$ cat config.mk
export PLATFORM = sky130hd
export DESIGN_NAME = dhcs_dev_flat
export DESIGN_NICKNAME = d
export VERILOG_FILES = /design/src/dhcs_pkg.sv /design/src/dhcs_if.sv /design/src/dhcs_dev.sv /design/src/flat_wrapper.sv
export SDC_FILE = /design/constraint.sdc
export NUM_CORES = 1
export LEC_CHECK = 0
export ABC_CLOCK_PERIOD_IN_PS = 3100
export BUFFER_PORTS_ARGS = -buffer_cell sky130_fd_sc_hd__buf_2
export CAP_MARGIN = 15
export CORE_AREA = 5 5 136 138
export CTS_BUF_LIST = sky130_fd_sc_hd__clkbuf_16
export CTS_CLUSTER_DIAMETER = 60
export DETAILED_ROUTE_END_ITERATION = 8
export DIE_AREA = 0 0 141 143
export MAX_ROUTING_LAYER = met4
export PLACE_DENSITY = 0.67
export SLEW_MARGIN = 20
export SYNTH_ARGS = -nofsm -noshare
export SYNTH_HDL_FRONTEND = slang
export SYNTH_SLANG_ARGS = --single-unit
$ cat constraint.sdc
create_clock -name clk -period 3.1 [get_ports clk]
set_input_delay 0.155 -clock clk [delete_from_list [all_inputs] [get_ports clk]]
set_output_delay 0.155 -clock clk [all_outputs]
set_load 0.05 [all_outputs]
$ cat src/dhcs_pkg.sv
// Shared constants and types for the decoder host control slice.
// Assumes one 50 MHz clock shared by both ends.
package dhcs_pkg;
  // Device register offsets
  localparam logic [7:0] A_IRQ_EN = 8'h1D;
  localparam logic [7:0] A_IRQ_CFG = 8'h1E;
  localparam logic [7:0] A_OUT_CTL = 8'h1F;
  localparam logic [7:0] A_IND_DLO = 8'h21;
  localparam logic [7:0] A_IND_DHI = 8'h22;
  localparam logic [7:0] A_IND_ADR = 8'h23;
  localparam logic [7:0] A_IND_STB = 8'h24;
  localparam logic [7:0] A_PIX_HI = 8'h25;
  localparam logic [7:0] A_PIX_LO = 8'h26;
  localparam logic [7:0] RST_REG = 8'h00;
  // Field positions
  localparam int POL_BIT = 0;
  localparam int OM_LSB = 0;
  localparam int SYNC_MOD_BIT = 3;
  localparam int PAR_MOD_BIT = 4;
  localparam int ANC_EN_BIT = 5;
  localparam int SWAP_BIT = 6;
  localparam int PIX_LO_W = 3;
  // Strobe codes
  localparam logic [7:0] STB_RD0 = 8'h01;
  localparam logic [7:0] STB_WR0 = 8'h02;
  localparam logic [7:0] STB_RD2 = 8'h03;
  localparam logic [7:0] STB_WR2 = 8'h04;
  localparam logic [7:0] STB_RD3 = 8'h05;
  localparam logic [7:0] STB_WR3 = 8'h06;
  localparam logic [9:0] BANK0 = 10'h000;
  localparam logic [9:0] BANK2 = 10'h200;
  localparam logic [9:0] BANK3 = 10'h300;
  // Output modes
  typedef enum logic [2:0] {
    OM_UNSCALED = 3'h0,
    OM_SCALED = 3'h1,
    OM_MUX_SEP = 3'h2,
    OM_MUX_54 = 3'h3,
    OM_TOGGLE = 3'h4
  } dhcs_mode_t;
  // Ancillary packet
  localparam logic [3:0] PKT_LEN = 4'hC;
  localparam logic [7:0] PKT_PRE0 = 8'h00;
  localparam logic [7:0] PKT_PRE1 = 8'hFF;
  localparam logic [7:0] PKT_PACKET_SECONDARY_IDENTIFIER = 8'h80;
  localparam logic [7:0] PKT_NN = 8'h41;
  localparam logic [7:0] PKT_DATA = 8'h00;
  localparam logic [7:0] PKT_FILL = 8'h80;
  localparam logic [1:0] DID_FIXED = 2'h1;
  // Host APB map
  localparam logic [11:0] H_CMD = 12'h000;
  localparam logic [11:0] H_STAT = 12'h004;
  localparam logic [11:0] H_CFG = 12'h008;
  localparam logic [11:0] H_PIX = 12'h00C;
  localparam int CMD_WE_BIT = 16;
endpackage

$ cat src/dhcs_if.sv
// Carrier between the host controller and the device register slice.
// Resolves the open-drain interrupt wire with a pull-up.
`timescale 1ns/1ns
interface dhcs_if;
  logic req;
  logic we;
  logic [7:0] addr;
  logic [7:0] wdata;
  logic [7:0] rdata;
  logic ack;
  logic irq_o;
  logic irq_oe_n;
  logic irq_line;
  assign irq_line = irq_oe_n ? 1'b1 : irq_o;
  modport dev (input req, input we, input addr, input wdata, output rdata, output ack,
    output irq_o, output irq_oe_n);
  modport host (output req, output we, output addr, output wdata, input rdata,
    input ack, input irq_line);
endinterface

$ cat src/dhcs_dev.sv
// Device end: register slice, interrupt pin, indirect window, formatter.
// Assumes a host holding req until ack, and same-clock user-side logic.
//
// Added by the designer: register access over the req/ack link from the host.
`timescale 1ns/1ns
module dhcs_dev
  import dhcs_pkg::*;
(
  input wire logic clk,
  input wire logic arst_n,
  dhcs_if.dev bus,
  input wire logic [7:0] irq_status,
  output logic [9:0] ind_addr,
  output logic ind_req,
  output logic ind_we,
  output logic [15:0] ind_wdata,
  input wire logic [15:0] ind_rdata,
  input wire logic ind_ack,
  output dhcs_mode_t out_mode,
  output logic sync_mod_en,
  output logic parity_excl,
  output logic anc_en,
  output logic bit_swap,
  output logic [9:0] start_pixel,
  input wire logic sync_valid,
  input wire logic sync_f,
  input wire logic sync_v,
  input wire logic sync_h,
  input wire logic scaled,
  output logic [7:0] sync_code,
  output logic sync_code_valid,
  input wire logic anc_start,
  input wire logic field,
  input wire logic [9:0] line_num,
  input wire logic [7:0] eav_id_unscaled,
  input wire logic [7:0] eav_id_scaled,
  output logic [7:0] anc_byte,
  output logic anc_valid
);
  typedef enum logic [1:0] {I_IDLE, I_BUSY} dhcs_ist_t;

  typedef struct packed {
    logic [7:0] en;
    logic [7:0] cfg;
    logic [7:0] outc;
    logic [7:0] dlo;
    logic [7:0] dhi;
    logic [7:0] alo;
    logic [7:0] stb;
    logic [7:0] pix_hi;
    logic [PIX_LO_W-1:0] pix_lo;
    logic [9:0] pix;
    dhcs_ist_t ist;
    logic ireq;
    logic iwe;
    logic [9:0] iaddr;
    logic ack;
    logic [7:0] rdata;
    logic irq_o;
    logic irq_oe_n;
    logic pbusy;
    logic [3:0] pidx;
    logic [7:0] packet_data_identifier;
    logic [9:0] lnum;
    logic [7:0] abyte;
    logic avalid;
    logic [7:0] scode;
    logic svalid;
  } dhcs_dev_t;

  dhcs_dev_t r_ff, nxt_r;

  function automatic logic [7:0] swap8(input logic [7:0] b, input logic sw);
    logic [7:0] o;
    o = b;
    if (sw) begin
      for (int i = 0; i < 8; i++) begin
        o[i] = b[7-i];
      end
    end
    return o;
  endfunction

  function automatic logic [7:0] pkt_byte(input logic [3:0] i, input logic [7:0] packet_data_identifier,
    input logic [9:0] ln);
    logic [7:0] ln_hi;
    logic [7:0] cs;
    ln_hi = {6'h00, ln[9:8]};
    cs = packet_data_identifier + PKT_PACKET_SECONDARY_IDENTIFIER + PKT_NN + ln[7:0] + ln_hi + PKT_DATA + PKT_DATA;
    case (i)
      4'h0: pkt_byte = PKT_PRE0;
      4'h1, 4'h2: pkt_byte = PKT_PRE1;
      4'h3: pkt_byte = packet_data_identifier;
      4'h4: pkt_byte = PKT_PACKET_SECONDARY_IDENTIFIER;
      4'h5: pkt_byte = PKT_NN;
      4'h6: pkt_byte = ln[7:0];
      4'h7: pkt_byte = ln_hi;
      4'h8, 4'h9: pkt_byte = PKT_DATA;
      4'hA: pkt_byte = cs;
      default: pkt_byte = PKT_FILL;
    endcase
  endfunction

  logic irq_active;
  logic [3:0] nib;
  logic [7:0] did_c;
  logic msb;
  logic [3:0] prot;

  always_comb begin
    nxt_r = r_ff;
    nxt_r.ack = 1'b0;
    // Mask gates the pin only; status stays outside and untouched
    irq_active = |(irq_status & r_ff.en);
    if (r_ff.cfg[POL_BIT]) begin
      nxt_r.irq_o = irq_active;
      nxt_r.irq_oe_n = 1'b0;
    end else begin
      nxt_r.irq_o = 1'b0;
      nxt_r.irq_oe_n = !irq_active;
    end
    // Register access; stalled while an indirect access runs
    if (bus.req && !r_ff.ack && r_ff.ist == I_IDLE) begin
      nxt_r.ack = 1'b1;
      if (bus.we) begin
        case (bus.addr)
          A_IRQ_EN: nxt_r.en = bus.wdata;
          A_IRQ_CFG: nxt_r.cfg = bus.wdata;
          A_OUT_CTL: nxt_r.outc = bus.wdata;
          A_IND_DLO: nxt_r.dlo = bus.wdata;
          A_IND_DHI: nxt_r.dhi = bus.wdata;
          A_IND_ADR: nxt_r.alo = bus.wdata;
          A_PIX_HI: nxt_r.pix_hi = bus.wdata;
          A_PIX_LO: begin
            nxt_r.pix_lo = bus.wdata[PIX_LO_W-1:0];
            nxt_r.pix = {r_ff.pix_hi, bus.wdata[1:0]};
          end
          A_IND_STB: begin
            nxt_r.stb = bus.wdata;
            nxt_r.ist = I_BUSY;
            nxt_r.ireq = 1'b1;
            case (bus.wdata)
              STB_RD0: {nxt_r.iaddr, nxt_r.iwe} = {BANK0 | {2'h0, r_ff.alo}, 1'b0};
              STB_WR0: {nxt_r.iaddr, nxt_r.iwe} = {BANK0 | {2'h0, r_ff.alo}, 1'b1};
              STB_RD2: {nxt_r.iaddr, nxt_r.iwe} = {BANK2 | {2'h0, r_ff.alo}, 1'b0};
              STB_WR2: {nxt_r.iaddr, nxt_r.iwe} = {BANK2 | {2'h0, r_ff.alo}, 1'b1};
              STB_RD3: {nxt_r.iaddr, nxt_r.iwe} = {BANK3 | {2'h0, r_ff.alo}, 1'b0};
              STB_WR3: {nxt_r.iaddr, nxt_r.iwe} = {BANK3 | {2'h0, r_ff.alo}, 1'b1};
              default: begin
                // Unknown code starts nothing
                nxt_r.ist = I_IDLE;
                nxt_r.ireq = 1'b0;
              end
            endcase
          end
          default: ;
        endcase
      end else begin
        case (bus.addr)
          A_IRQ_EN: nxt_r.rdata = r_ff.en;
          A_IRQ_CFG: nxt_r.rdata = r_ff.cfg;
          A_OUT_CTL: nxt_r.rdata = r_ff.outc;
          A_IND_DLO: nxt_r.rdata = r_ff.dlo;
          A_IND_DHI: nxt_r.rdata = r_ff.dhi;
          A_IND_ADR: nxt_r.rdata = r_ff.alo;
          A_IND_STB: nxt_r.rdata = r_ff.stb;
          A_PIX_HI: nxt_r.rdata = r_ff.pix_hi;
          A_PIX_LO: nxt_r.rdata = {5'h00, r_ff.pix_lo};
          default: nxt_r.rdata = RST_REG;
        endcase
      end
    end
    // Indirect access completes on the far side's ack
    if (r_ff.ist == I_BUSY && ind_ack) begin
      nxt_r.ist = I_IDLE;
      nxt_r.ireq = 1'b0;
      if (!r_ff.iwe) begin
        nxt_r.dlo = ind_rdata[7:0];
        nxt_r.dhi = ind_rdata[15:8];
      end
    end
    // Sync code: XY byte with optional MSB and parity modification
    msb = r_ff.outc[SYNC_MOD_BIT] ? !scaled : 1'b1;
    prot = {sync_v ^ sync_h, sync_f ^ sync_h, sync_f ^ sync_v, sync_f ^ sync_v ^ sync_h};
    if (!r_ff.outc[PAR_MOD_BIT] && !msb) begin
      prot = ~prot;
    end
    nxt_r.svalid = sync_valid;
    if (sync_valid) begin
      nxt_r.scode = swap8({msb, sync_f, sync_v, sync_h, prot}, r_ff.outc[SWAP_BIT]);
    end
    // Ancillary packet
    nib = scaled ? (field ? eav_id_scaled[7:4] : eav_id_scaled[3:0])
                 : (field ? eav_id_unscaled[7:4] : eav_id_unscaled[3:0]);
    did_c = {!(^{DID_FIXED, nib}), ^{DID_FIXED, nib}, DID_FIXED, nib};
    nxt_r.avalid = 1'b0;
    if (!r_ff.pbusy && anc_start && r_ff.outc[ANC_EN_BIT]) begin
      nxt_r.pbusy = 1'b1;
      nxt_r.pidx = 4'h0;
      nxt_r.packet_data_identifier = did_c;
      nxt_r.lnum = line_num;
    end else if (r_ff.pbusy) begin
      nxt_r.avalid = 1'b1;
      nxt_r.abyte = swap8(pkt_byte(r_ff.pidx, r_ff.packet_data_identifier, r_ff.lnum), r_ff.outc[SWAP_BIT]);
      nxt_r.pidx = r_ff.pidx + 4'h1;
      if (r_ff.pidx == PKT_LEN - 4'h1) begin
        nxt_r.pbusy = 1'b0;
      end
    end
  end

  always_ff @(posedge clk or negedge arst_n) begin
    if (!arst_n) begin
      r_ff <= '0;
      r_ff.ist <= I_IDLE;
      r_ff.irq_oe_n <= 1'b1;
    end else begin
      r_ff <= nxt_r;
    end
  end

  assign bus.rdata = r_ff.rdata;
  assign bus.ack = r_ff.ack;
  assign bus.irq_o = r_ff.irq_o;
  assign bus.irq_oe_n = r_ff.irq_oe_n;
  assign ind_addr = r_ff.iaddr;
  assign ind_req = r_ff.ireq;
  assign ind_we = r_ff.iwe;
  assign ind_wdata = {r_ff.dhi, r_ff.dlo};
  assign out_mode = dhcs_mode_t'(r_ff.outc[OM_LSB +: 3]);
  assign sync_mod_en = r_ff.outc[SYNC_MOD_BIT];
  assign parity_excl = r_ff.outc[PAR_MOD_BIT];
  assign anc_en = r_ff.outc[ANC_EN_BIT];
  assign bit_swap = r_ff.outc[SWAP_BIT];
  assign start_pixel = r_ff.pix;
  assign sync_code = r_ff.scode;
  assign sync_code_valid = r_ff.svalid;
  assign anc_byte = r_ff.abyte;
  assign anc_valid = r_ff.avalid;
endmodule

$ cat src/flat_wrapper.sv
// flat-port wrapper written by rule: the top's interface ports become plain ports
module dhcs_dev_flat import dhcs_pkg::*;
  (clk, arst_n, irq_status, ind_addr, ind_req, ind_we, ind_wdata, ind_rdata, ind_ack, out_mode, sync_mod_en, parity_excl, anc_en, bit_swap, start_pixel, sync_valid, sync_f, sync_v, sync_h, scaled, sync_code, sync_code_valid, anc_start, field, line_num, eav_id_unscaled, eav_id_scaled, anc_byte, anc_valid, bus_req, bus_we, bus_addr, bus_wdata, bus_rdata, bus_ack, bus_irq_o, bus_irq_oe_n);
  dhcs_if bus_i ();
  input wire logic clk;
  input wire logic arst_n;
  input wire logic [7:0] irq_status;
  output logic [9:0] ind_addr;
  output logic ind_req;
  output logic ind_we;
  output logic [15:0] ind_wdata;
  input wire logic [15:0] ind_rdata;
  input wire logic ind_ack;
  output dhcs_mode_t out_mode;
  output logic sync_mod_en;
  output logic parity_excl;
  output logic anc_en;
  output logic bit_swap;
  output logic [9:0] start_pixel;
  input wire logic sync_valid;
  input wire logic sync_f;
  input wire logic sync_v;
  input wire logic sync_h;
  input wire logic scaled;
  output logic [7:0] sync_code;
  output logic sync_code_valid;
  input wire logic anc_start;
  input wire logic field;
  input wire logic [9:0] line_num;
  input wire logic [7:0] eav_id_unscaled;
  input wire logic [7:0] eav_id_scaled;
  output logic [7:0] anc_byte;
  output logic anc_valid;
  input wire logic [$bits(bus_i.req)-1:0] bus_req;
  input wire logic [$bits(bus_i.we)-1:0] bus_we;
  input wire logic [$bits(bus_i.addr)-1:0] bus_addr;
  input wire logic [$bits(bus_i.wdata)-1:0] bus_wdata;
  output wire logic [$bits(bus_i.rdata)-1:0] bus_rdata;
  output wire logic [$bits(bus_i.ack)-1:0] bus_ack;
  output wire logic [$bits(bus_i.irq_o)-1:0] bus_irq_o;
  output wire logic [$bits(bus_i.irq_oe_n)-1:0] bus_irq_oe_n;
  assign bus_i.req = bus_req;
  assign bus_i.we = bus_we;
  assign bus_i.addr = bus_addr;
  assign bus_i.wdata = bus_wdata;
  assign bus_rdata = bus_i.rdata;
  assign bus_ack = bus_i.ack;
  assign bus_irq_o = bus_i.irq_o;
  assign bus_irq_oe_n = bus_i.irq_oe_n;
  dhcs_dev u_core (.clk(clk), .arst_n(arst_n), .bus(bus_i), .irq_status(irq_status), .ind_addr(ind_addr), .ind_req(ind_req), .ind_we(ind_we), .ind_wdata(ind_wdata), .ind_rdata(ind_rdata), .ind_ack(ind_ack), .out_mode(out_mode), .sync_mod_en(sync_mod_en), .parity_excl(parity_excl), .anc_en(anc_en), .bit_swap(bit_swap), .start_pixel(start_pixel), .sync_valid(sync_valid), .sync_f(sync_f), .sync_v(sync_v), .sync_h(sync_h), .scaled(scaled), .sync_code(sync_code), .sync_code_valid(sync_code_valid), .anc_start(anc_start), .field(field), .line_num(line_num), .eav_id_unscaled(eav_id_unscaled), .eav_id_scaled(eav_id_scaled), .anc_byte(anc_byte), .anc_valid(anc_valid));
endmodule
==> flow_metrics.tcl, run 1 <==
set metrics [dict create \
    final_core_util_pct 52.8 \
    die_w_microns 141 \
    period_share_pct 85.3 \
    core_area_sq_um 17100 \
    p_per_area_nw_per_um2 627 \
    cts.clk_slew.worst_paths_ns 0.06 \
    syn-num-nets 817 \
    antenna_found_initial 0 \
    drive_gt1_share_pct 32.9 \
    fin_ws_ns 0.454 \
    synth_largest_area_cell "dfrtp_1" \
    clock_sinks 138 \
    rsz0062_at_grt "false" \
    setup_tns_ns 0 \
    synthXorXnorAreaFrac_pct 2.20 \
    place_congestion 0.996 \
    cp-start-kind "flop" \
    nets 928 \
    clock_latency_ns 0.42 \
    grt_max_degree 72 \
    synth.avg_cell_area_sq_um 10.5 \
    cts_made_buffers 17 \
    port_buffers 151 \
    drtAntennaViolNets 0 \
    tightest_slew_ns 1.04 \
    fmax_ghz 0.378 \
    clockRootBuffer "clkbuf_16" \
    power.leakage_nw 4.56 \
    swShare_pct 31.8 \
    dp_hpwl_microns 14500 \
    io_pins 152 \
    grt_overflow_total 0 \
    ir_drop_mv 0.398 \
    synth_cells 722 \
    grt_first_pass_wirelength_microns 32100 \
    start_util_pct 44.3 \
    cp_slowest_cell "fa_1" \
    cts.path.max_buffers 2 \
    switchingPower_mw 1.79 \
    muxShareOfSynthArea_pct 15.8 \
    area_delta_synth_final_pct 19.1 \
    fill_cells 1571 \
    post_cts_resized 0 \
    wl_met1_microns 9050 \
    critPathMaxFanout 3 \
    cap_violations 0 \
    clockPowerShare_pct 39.5 \
    fin_crit_ns 2.65 \
    cts_tree "built" \
    combinationalPowerShare_pct 22.5 \
    synthAdderAreaFrac_pct 3.01 \
    ys_warn_count 0 \
    path_class "flop to flop" \
    vias 5731 \
    seq_power_share_pct 38.0 \
    wl_met2_microns 9240 \
    fin_hold_ws_ns 0.0118 \
    status "finished, final reports clean" \
    crit_required_ns 3.37 \
    die-area_sq_um 20200 \
    p_total_mw 5.64 \
    yosys.area_share.simple_pct 12.3 \
    wirelength_microns 19900 \
    report.final.setup_viol 0 \
    pre_cts_slack_ns 0.471 \
    syn-cell-area_sq_um 7560 \
    synth_cell_type_count 63 \
    grt_pass1_vias 5882 \
    drc 0 \
    routed-wl-met3_microns 1160 \
    synth-seq-cells 138 \
    top_layer "met4" \
    grtUsageTotal_pct 21.0 \
    drt_iter0_drc 424 \
    synth_compound_area_share_pct 11.9 \
    wl_per_cell_microns 18.6 \
    drv_slew 0 \
    skew_ns 0.00687 \
    async_flop_share_pct 100 \
    htreeDepth 4 \
    dr.pass1.iters 5 \
    synth-edff-count 0 \
    hp-class "primary input to flop" \
    synth_flop_cell "dfrtp_1" \
    core.rowCount 48 \
    max_stage_delay_ns 0.60 \
    synth_top_family_by_area "multiplexers" \
    die_h_microns 143 \
    hold_viol 0 \
    relSlewSlack_pct 30.3 \
    critPathCaptureType "flop" \
    yosysSeqAreaShare_pct 45.7 \
    synth_top_area_share_pct 45.4 \
    viasPerCell 5.35 \
    synth_area_leaders "dfrtp_1 45%, mux2_2 8.6%, buf_4 6.3%" \
    cp_data_arrival_time_ns 2.92 \
    antenna_cells 0 \
    p_int_mw 3.85 \
    crit_chain "fa_1 -> ha_1 -> a21o_1 -> a21oi_1 -> o21ai_0 -> xor2_1 -> a221oi_1 -> o221ai_1" \
]
==> cell usage after synthesis, types with 13 or more instances <==
library cell    n
buf_4          63
o21ai_0        22
dfrtp_1       137
nor2_1         59
nand2_1        74
a21oi_1        39
a22oi_1        13
xnor2_1        13
ha_1           15
mux2_2         58
mux2i_1        33
inv_1          19
clkbuf_1       31
==> critical path: cells and delay by family (launching register included) <==
family / cells / cell delay (ns)
AOI/OAI and AO/OA: 5 / 1.09
xor gates and xnor gates: 1 / 0.16
adders and majority gates: 2 / 0.85
DFF: 1 / 0.41
==> registers in the layout (all words and copies together), names as in the netlist, 3 cells and up <==
name	flops
u_core.r_ff	65
u_core.ind_addr	10
u_core.ind_wdata	16
u_core.out_mode	3
u_core.start_pixel	10
u_core.anc_byte	8
u_core.sync_code	8
u_core.bus.rdata	8
==> power by group through the flow <==
| stage | combinational (mW) | sequential (mW) | clock [mW] |
|---|---|---|---|
| after floorplan | 1.02 | 2.14 | 0 |
| after global placement | 1.22 | 2.17 | 0 |
| after detailed placement | 1.24 | 2.18 | 0 |
| after CTS | 1.27 | 2.14 | 2.27 |
| after global routing | 1.38 | 2.17 | 2.35 |
| final | 1.27 | 2.14 | 2.23 |
==> cell families (layout without fill, tap and decap cells) <==
family	count (synthesis)	after routing
and+or+nand+nor	192	192
DFF	138	138
AOI/OAI and AO/OA	134	134
buffers and inverters	119	243
muxes	103	103
xor gates and xnor gates	19	19
adders and majority gates	17	17
==> final cells by class <==
| class | count | area [sq um] | share of cell area (%) |
|---|---|---|---|
| Sequential cell | 138 | 3450 | 38.4 |
| Tap cell | 225 | 282 | 3.13 |
| Inverter | 19 | 71.3 | 0.792 |
| Clock buffer | 17 | 425 | 4.72 |
| Timing Repair Buffer | 192 | 1140 | 12.7 |
| Multi-Input combinational cell | 465 | 3410 | 37.9 |
| Clock inverter | 15 | 221 | 2.46 |
==> layer usage <==
| metal | vias to the layer above | track usage, % |
|---|---|---|
| met1 | 2820 | 27.8 |
| met2 | 158 | 31.8 |
| met4 | 0 | 8.21 |
| met5 | - | - |
| li1 | 2720 | - |
| met3 | 33 | 4.66 |
==> path summary, 6_finish.rpt <==
check / to / slack [ns] / startpoint / cells past startpoint
min reg2reg: u_core.bus.irq_oe_n / 0.46 / u_core.r_ff[127] / 1
max reg2reg: u_core.anc_byte[2] / 0.45 / u_core.r_ff[19] / 8
max: u_core.anc_byte[2] / 0.45 / u_core.r_ff[19] / 8
min: u_core.bus.irq_oe_n / 0.01 / irq_status[6] / 4
min in group asynchronous: u_core.ind_wdata[9] / 0.30 / arst_n / 2
max in group asynchronous: u_core.anc_byte[0] / 1.98 / arst_n / 3
==> metrics by stage <==
step                cells  cell area (sq um)
floorplan             722               7560
global route         1071               9000
finish               1071               9000
detailed placement   1011               8080
global placement     1011               8080
CTS                  1071               9000
==> cells in the final DEF, fill, tap and decap left out, drive strengths merged, types with 9 or more instances in the layout <==
| cell | n |
|---|---|
| nand3 | 11 |
| a22oi | 13 |
| inv | 22 |
| mux2 | 66 |
| a22o | 9 |
| xnor2 | 13 |
| nor2 | 59 |
| clkbuf | 17 |
| dlygate4sd3 | 28 |
| nand2 | 75 |
| dfrtp | 137 |
| a21oi | 39 |
| buf | 164 |
| mux2i | 33 |
| ha | 15 |
| o21ai | 22 |
| nand2b | 10 |
==> what timing repair did <==
item                                    4_1_cts  5_1_grt
hold buffers                                 28        0
endpoints found under the hold margin        95        0
setup buffers                                 0        0
endpoints found under the setup margin        0        0
No activity file was read; power rests on OpenSTA's default activity.
==> run 2: changes to the inputs <==
--- a/config.mk
+++ b/config.mk
@@ -5,14 +5,15 @@
 export SDC_FILE = /design/constraint.sdc
 export NUM_CORES = 1
 export LEC_CHECK = 0
+export ABC_AREA = 1
 export ABC_CLOCK_PERIOD_IN_PS = 3100
 export BUFFER_PORTS_ARGS = -buffer_cell sky130_fd_sc_hd__buf_2
 export CAP_MARGIN = 15
-export CORE_AREA = 5 5 136 138
+export CORE_AREA = 2 2 135 137
 export CTS_BUF_LIST = sky130_fd_sc_hd__clkbuf_16
 export CTS_CLUSTER_DIAMETER = 60
 export DETAILED_ROUTE_END_ITERATION = 8
-export DIE_AREA = 0 0 141 143
+export DIE_AREA = 0 0 137 139
 export MAX_ROUTING_LAYER = met4
 export PLACE_DENSITY = 0.67
 export SLEW_MARGIN = 20
==> flow_metrics.tcl, run 2 <==
set metrics [dict create \
    dpl-instance-area_sq_um 8320 \
    synth_area_leaders "dfrtp_1 44%, nand2_1 15%, buf_4 6.0%" \
    area_delta_synth_final_pct 16.0 \
    syn-cell-area_sq_um 7830 \
    status "finished, final reports clean" \
    htreeDepth 4 \
    top_layer "met4" \
    ys_warn_count 0 \
    wl_met2_microns 9490 \
    final_area_sq_um 9080 \
    die_w_microns 137 \
    pre_cts_slack_ns 0.936 \
    p_per_area_nw_per_um2 589 \
    synth_largest_area_cell "dfrtp_1" \
    place_congestion 0.913 \
    ir_drop_mv 0.447 \
    drive_gt1_share_pct 20.5 \
    die-area_sq_um 19000 \
    cts.path.max_buffers 2 \
    synth-seq-cells 138 \
    clockRootBuffer "clkbuf_16" \
    synth-edff-count 0 \
    vias 6901 \
    viasPerCell 5.09 \
    cp_data_arrival_time_ns 2.50 \
    io_pins 152 \
    cp_slowest_cell "fa_1" \
    grt_max_degree 78 \
    wirelength_microns 20700 \
    layout_commonest_cell "nand2_1" \
    rrSetupSlack_ns 0.91 \
    synth_top_area_share_pct 43.8 \
    dr.pass1.iters 5 \
    period_share_pct 70.6 \
    grtUsageTotal_pct 23.4 \
    timing.rr.start "u_core.r_ff[18]" \
    hold_viol 0 \
    yosysSeqAreaShare_pct 44.1 \
    clock_latency_ns 0.42 \
    synth_cell_type_count 44 \
    critPathBufInv 3 \
    fmax_ghz 0.457 \
    fin_ws_ns 0.911 \
    grt_first_pass_wirelength_microns 33700 \
    cp-start-kind "flop" \
    layout_common_cells "313 x nand2_1, 150 x buf_2, 137 x dfrtp_1" \
    yosysMostFrequentCell "nand2_1" \
    cts_tree "built" \
    cts_made_buffers 17 \
    nets 1207 \
    start_util_pct 44.3 \
    fin_crit_ns 2.19 \
    synth_flop_cell "dfrtp_1" \
    wl_met1_microns 9130 \
    tightest_slew_ns 0.732 \
    top_register "u_core.r_ff" \
    reg2reg_depth 12 \
    core_area_sq_um 17700 \
    rsz0062_at_grt "false" \
    cp_top_family "adder cells" \
    synth_cells 1009 \
    setup_tns_ns 0 \
    crit_required_ns 3.41 \
    critPathCaptureType "flop" \
    port_buffers 151 \
    clock_sinks 138 \
    synth_common_cells "313 x nand2_1, 137 x dfrtp_1, 88 x nand3_1, 79 x nor2_1, 78 x o21ai_0" \
    max_stage_delay_ns 0.47 \
    critPathMaxFanout 2 \
    drc 0 \
    grt_overflow_total 0 \
    grt_pass1_vias 6560 \
    die_h_microns 139 \
    relSlewSlack_pct 51.2 \
    hp-class "primary input to flop" \
    min_from "irq_status[2]" \
    hold_depth 4 \
    skew_ns 0.00623 \
    r2r-end "u_core.anc_byte[2]" \
    cts.clk_slew.worst_paths_ns 0.06 \
    drtAntennaViolNets 0 \
    largest_register_ff_count 65 \
    dp_hpwl_microns 15200 \
    path_class "flop to flop" \
    final_core_util_pct 51.4 \
    core.rowCount 49 \
    async_flop_share_pct 100 \
    p_total_mw 5.35 \
    drv_slew 0 \
    routed-wl-met3_microns 1510 \
    min_delay_worst_endpoint "u_core.bus.irq_oe_n" \
    antenna_found_initial 2 \
    report.final.setup_viol 0 \
    crit_chain "inv_1 -> ha_1 -> inv_1 -> ha_1 -> fa_1 -> xor2_1 -> a22oi_1 -> nand3_1 -> nand2_1 -> inv_1 -> nand2_1 -> nand2_1" \
    cap_violations 0 \
    power.leakage_nw 4.89 \
    drt_iter0_drc 467 \
    wl_per_cell_microns 15.3 \
    synth.avg_cell_area_sq_um 7.76 \
    syn-num-nets 1104 \
]
run 2: cell types whose count changed in the layout (fill, tap and decap cells not counted), sizes merged, moves of 8 or more:
cell         before  now
nand2            75  320
nand3            11   94
o21ai            22   96
mux2             66    3
inv              22   82
mux2i            33    0
nor2             59   92
a21oi            39   23
a22oi            13    1
a31oi             5   17
dlygate4sd3      28   17
nand2b           10    0
buf             164  155
a22o              9    1
run 2: logic make-up after synthesis:
logic type	share of synthesized area (%)
simple gates	29.2
buf+inv	11.6
compound gates	10.4
flops	44.1
fa+ha+maj	2.91
xor+xnor	1.34
mux	0.432
run 2: final cells by class:
cell class / instances / area [sq um]
diodes: 2 / 5.00
clock buffers: 17 / 425
well taps: 229 / 287
flip-flops and latches: 138 / 3450
inverters: 83 / 314
repair buffers: 172 / 975
multi-input cells: 700 / 3460
fillers: 1709 / 8580
clock inverters: 15 / 159
run 2: tightest hold or removal path, stage by stage:
cell     delay, ns
buf_2         0.09
nand2_1       0.04
nand3_1       0.09
nor2_1        0.05
run 2: power by group:
group          total [mW]  switching (mW)  leakage (nW)  internal, mW
Clock                2.03           0.781         0.284          1.25
Combinational        1.26           0.856          2.76         0.408
Sequential           2.06           0.116          1.84          1.94
run 2: metrics by stage:
stage,instances,hold slack (ns)
after global placement,1305,0.231
after floorplan,1009,-0.141
final,1356,0.00325
after detailed placement,1305,0.239
after global routing,1356,0.00687
after CTS,1354,0.000318
run 2: worst max path at each step:
stage	startpoint	endpoint	slack (ns)	depth (start not counted)
after global routing	u_core.r_ff[28]	u_core.anc_byte[5]	0.71	12
after detailed placement	u_core.r_ff[19]	u_core.anc_byte[1]	0.94	10
final	u_core.r_ff[18]	u_core.anc_byte[2]	0.91	12
after floorplan	u_core.r_ff[18]	u_core.anc_byte[2]	1.09	12
after global placement	u_core.r_ff[28]	u_core.anc_byte[2]	0.98	12
after CTS	u_core.r_ff[18]	u_core.anc_byte[2]	0.92	12
run 2: metal layers:
| metal | vias to the layer above | track usage, % |
|---|---|---|
| met2 | 237 | 35.1 |
| met5 | - | - |
| met3 | 39 | 5.92 |
| met1 | 3208 | 30.6 |
| li1 | 3417 | - |
| met4 | 0 | 8.14 |
run 2: timing repair:
action,in CTS,in global routing
hold buffers,17,0
setup buffers,0,0
endpoints found under the hold margin,92,0
gates resized for setup,0,0
==> run 3: changes to the inputs <==
--- a/config.mk
+++ b/config.mk
@@ -6,7 +6,7 @@
 export NUM_CORES = 1
 export LEC_CHECK = 0
 export ABC_AREA = 1
-export ABC_CLOCK_PERIOD_IN_PS = 3100
+export ABC_CLOCK_PERIOD_IN_PS = 2200
 export BUFFER_PORTS_ARGS = -buffer_cell sky130_fd_sc_hd__buf_2
 export CAP_MARGIN = 15
 export CORE_AREA = 2 2 135 137
==> constraint.sdc (replaced) <==
create_clock -name clk -period 2.2 [get_ports clk]
set_input_delay 0.11 -clock clk [delete_from_list [all_inputs] [get_ports clk]]
set_output_delay 0.11 -clock clk [all_outputs]
set_load 0.05 [all_outputs]
==> flow_metrics.tcl, run 3 (synthesis results as in run 2) <==
set metrics [dict create \
    cts_tree "built" \
    cp_top_family "adder cells" \
    die-area_sq_um 19000 \
    largest_register_ff_count 65 \
    min_from "sync_f" \
    setup_tns_ns 0 \
    final_core_util_pct 53.7 \
    antenna_found_initial 2 \
    wirelength_microns 21100 \
    skew_ns 0.0103 \
    reg2reg_depth 10 \
    grt_use_met1_pct 32.3 \
    layout_common_cells "313 x nand2_1, 150 x buf_2, 137 x dfrtp_1" \
    dr.pass1.iters 5 \
    cp_data_arrival_time_ns 2.41 \
    use_met2_pct 36.9 \
    finalNonFillerCells 1395 \
    hold_depth 3 \
    ir_drop_mv 0.575 \
    drc 0 \
    max_stage_delay_ns 0.60 \
    crit_chain "fa_1 -> fa_2 -> inv_2 -> nor2_2 -> nor3_2 -> nand3_1 -> nand2_1 -> inv_1 -> nand2_1 -> nand2_1" \
    grt_busiest_layer "met2" \
    cts_made_buffers 17 \
    port_buffers 151 \
    start_util_pct 44.3 \
    tightest_slew_ns 0.603 \
    critPathMaxFanout 2 \
    cap_violations 0 \
    critPathBufInv 2 \
    cts.clk_slew.worst_paths_ns 0.06 \
    drtAntennaViolNets 0 \
    cts.path.max_buffers 2 \
    report.final.setup_viol 0 \
    clock_sinks 138 \
    cp_slowest_cell "fa_1" \
    fin_hold_ws_ns 0.0537 \
    clock_latency_ns 0.43 \
    viasPerCell 4.98 \
    dp.cells 1313 \
    grt_first_pass_wirelength_microns 34600 \
    vias 6948 \
    io_pins 152 \
    timing.rr.start "u_core.r_ff[27]" \
    path_class "flop to flop" \
    r2r-end "u_core.anc_byte[6]" \
    p_per_area_nw_per_um2 794 \
    relSlewSlack_pct 59.8 \
    nets 1246 \
    grtUsageMet3_pct 4.86 \
    dpl-instance-area_sq_um 8410 \
    wl_per_cell_microns 15.1 \
    core_area_sq_um 17700 \
    drt_iter0_drc 505 \
    die_h_microns 139 \
    period_share_pct 94.7 \
    drive_gt1_share_pct 21.3 \
    fill_cells 1682 \
    hold_viol 0 \
    place_congestion 0.907 \
    crit_required_ns 2.52 \
    grt_pass1_vias 6746 \
    layout_commonest_cell "nand2_1" \
    pre_cts_slack_ns 0.0488 \
    status "finished, final reports clean" \
    cp_common_cell "nand2_1" \
    cp-start-kind "flop" \
    area_delta_synth_final_pct 21.1 \
    fmax_ghz 0.480 \
    grt_overflow_total 0 \
    min_delay_worst_endpoint "u_core.sync_code[6]" \
    htreeDepth 4 \
    power.leakage_nw 5.08 \
    rsz0062_at_grt "true" \
    post_cts_buffers 0 \
    drv_slew 0 \
    grtUsageTotal_pct 24.0 \
    critPathCaptureType "flop" \
    hp-class "primary input to flop" \
    grt_max_degree 61 \
    clockRootBuffer "clkbuf_16" \
    final_area_sq_um 9480 \
    core.rowCount 49 \
    top_register "u_core.r_ff" \
    rrSetupSlack_ns 0.12 \
    die_w_microns 137 \
    fin_ws_ns 0.117 \
    crit_start "u_core.r_ff[27]" \
    p_total_mw 7.53 \
    dp_hpwl_microns 15400 \
    fin_crit_ns 2.08 \
]
==> run 3: cell count changes in the layout (fill, tap and decap cells not counted), moves of 2 or more <==
cell           before  now
clkinv_4            1    4
buf_12              1    3
buf_4               3    9
clkinv_1            5    3
clkinv_2            4    2
dlygate4sd3_1      17   48
bufinv_16           3    1
inv_1              75   73
inv_6               1    4
==> run 3: cell type report <==
type                    count  area, sq um  share of cell area, %
multi-input cells         700         3480                   36.7
flip-flops and latches    138         3450                   36.4
repair buffers            211         1370                   14.5
clock buffers              17          425                   4.49
inverters                  83          314                   3.31
well taps                 229          287                   3.02
clock inverters            15          141                   1.49
diodes                      2         5.00                 0.0528
==> run 3: per-layer routing <==
layer / wire length, microns / vias to the layer above
met1: 9830 / 3240
met4: 271 / 0
met2: 9900 / 200
li1: - / 3488
met3: 1140 / 20
met5: 0 / -
==> run 3: worst max-delay path by stage <==
stage / endpoint / slack (ns) / cells past startpoint
CTS: u_core.anc_byte[2] / 0.04 / 12
finish: u_core.anc_byte[6] / 0.12 / 10
global route: u_core.anc_byte[1] / -0.05 / 10
detailed placement: u_core.anc_byte[6] / 0.05 / 10
global placement: u_core.anc_byte[2] / 0.07 / 9
floorplan: u_core.anc_byte[2] / 0.19 / 12
==> run 3: timing repair <==
item	4_1_cts	5_1_grt
hold endpoints to repair	88	0
endpoints found under the setup margin	0	6
hold buffers	48	0
resized for setup	0	6
==> run 3: report_power, final <==
part           internal, mW  switching [mW]
clock                  1.57            1.18
sequential             2.73           0.164
combinational         0.646            1.24
==> run 3: tightest hold or removal path, stage by stage <==
cell     delay, ns
buf_2         0.13
a21oi_1       0.07
a21oi_1       0.13
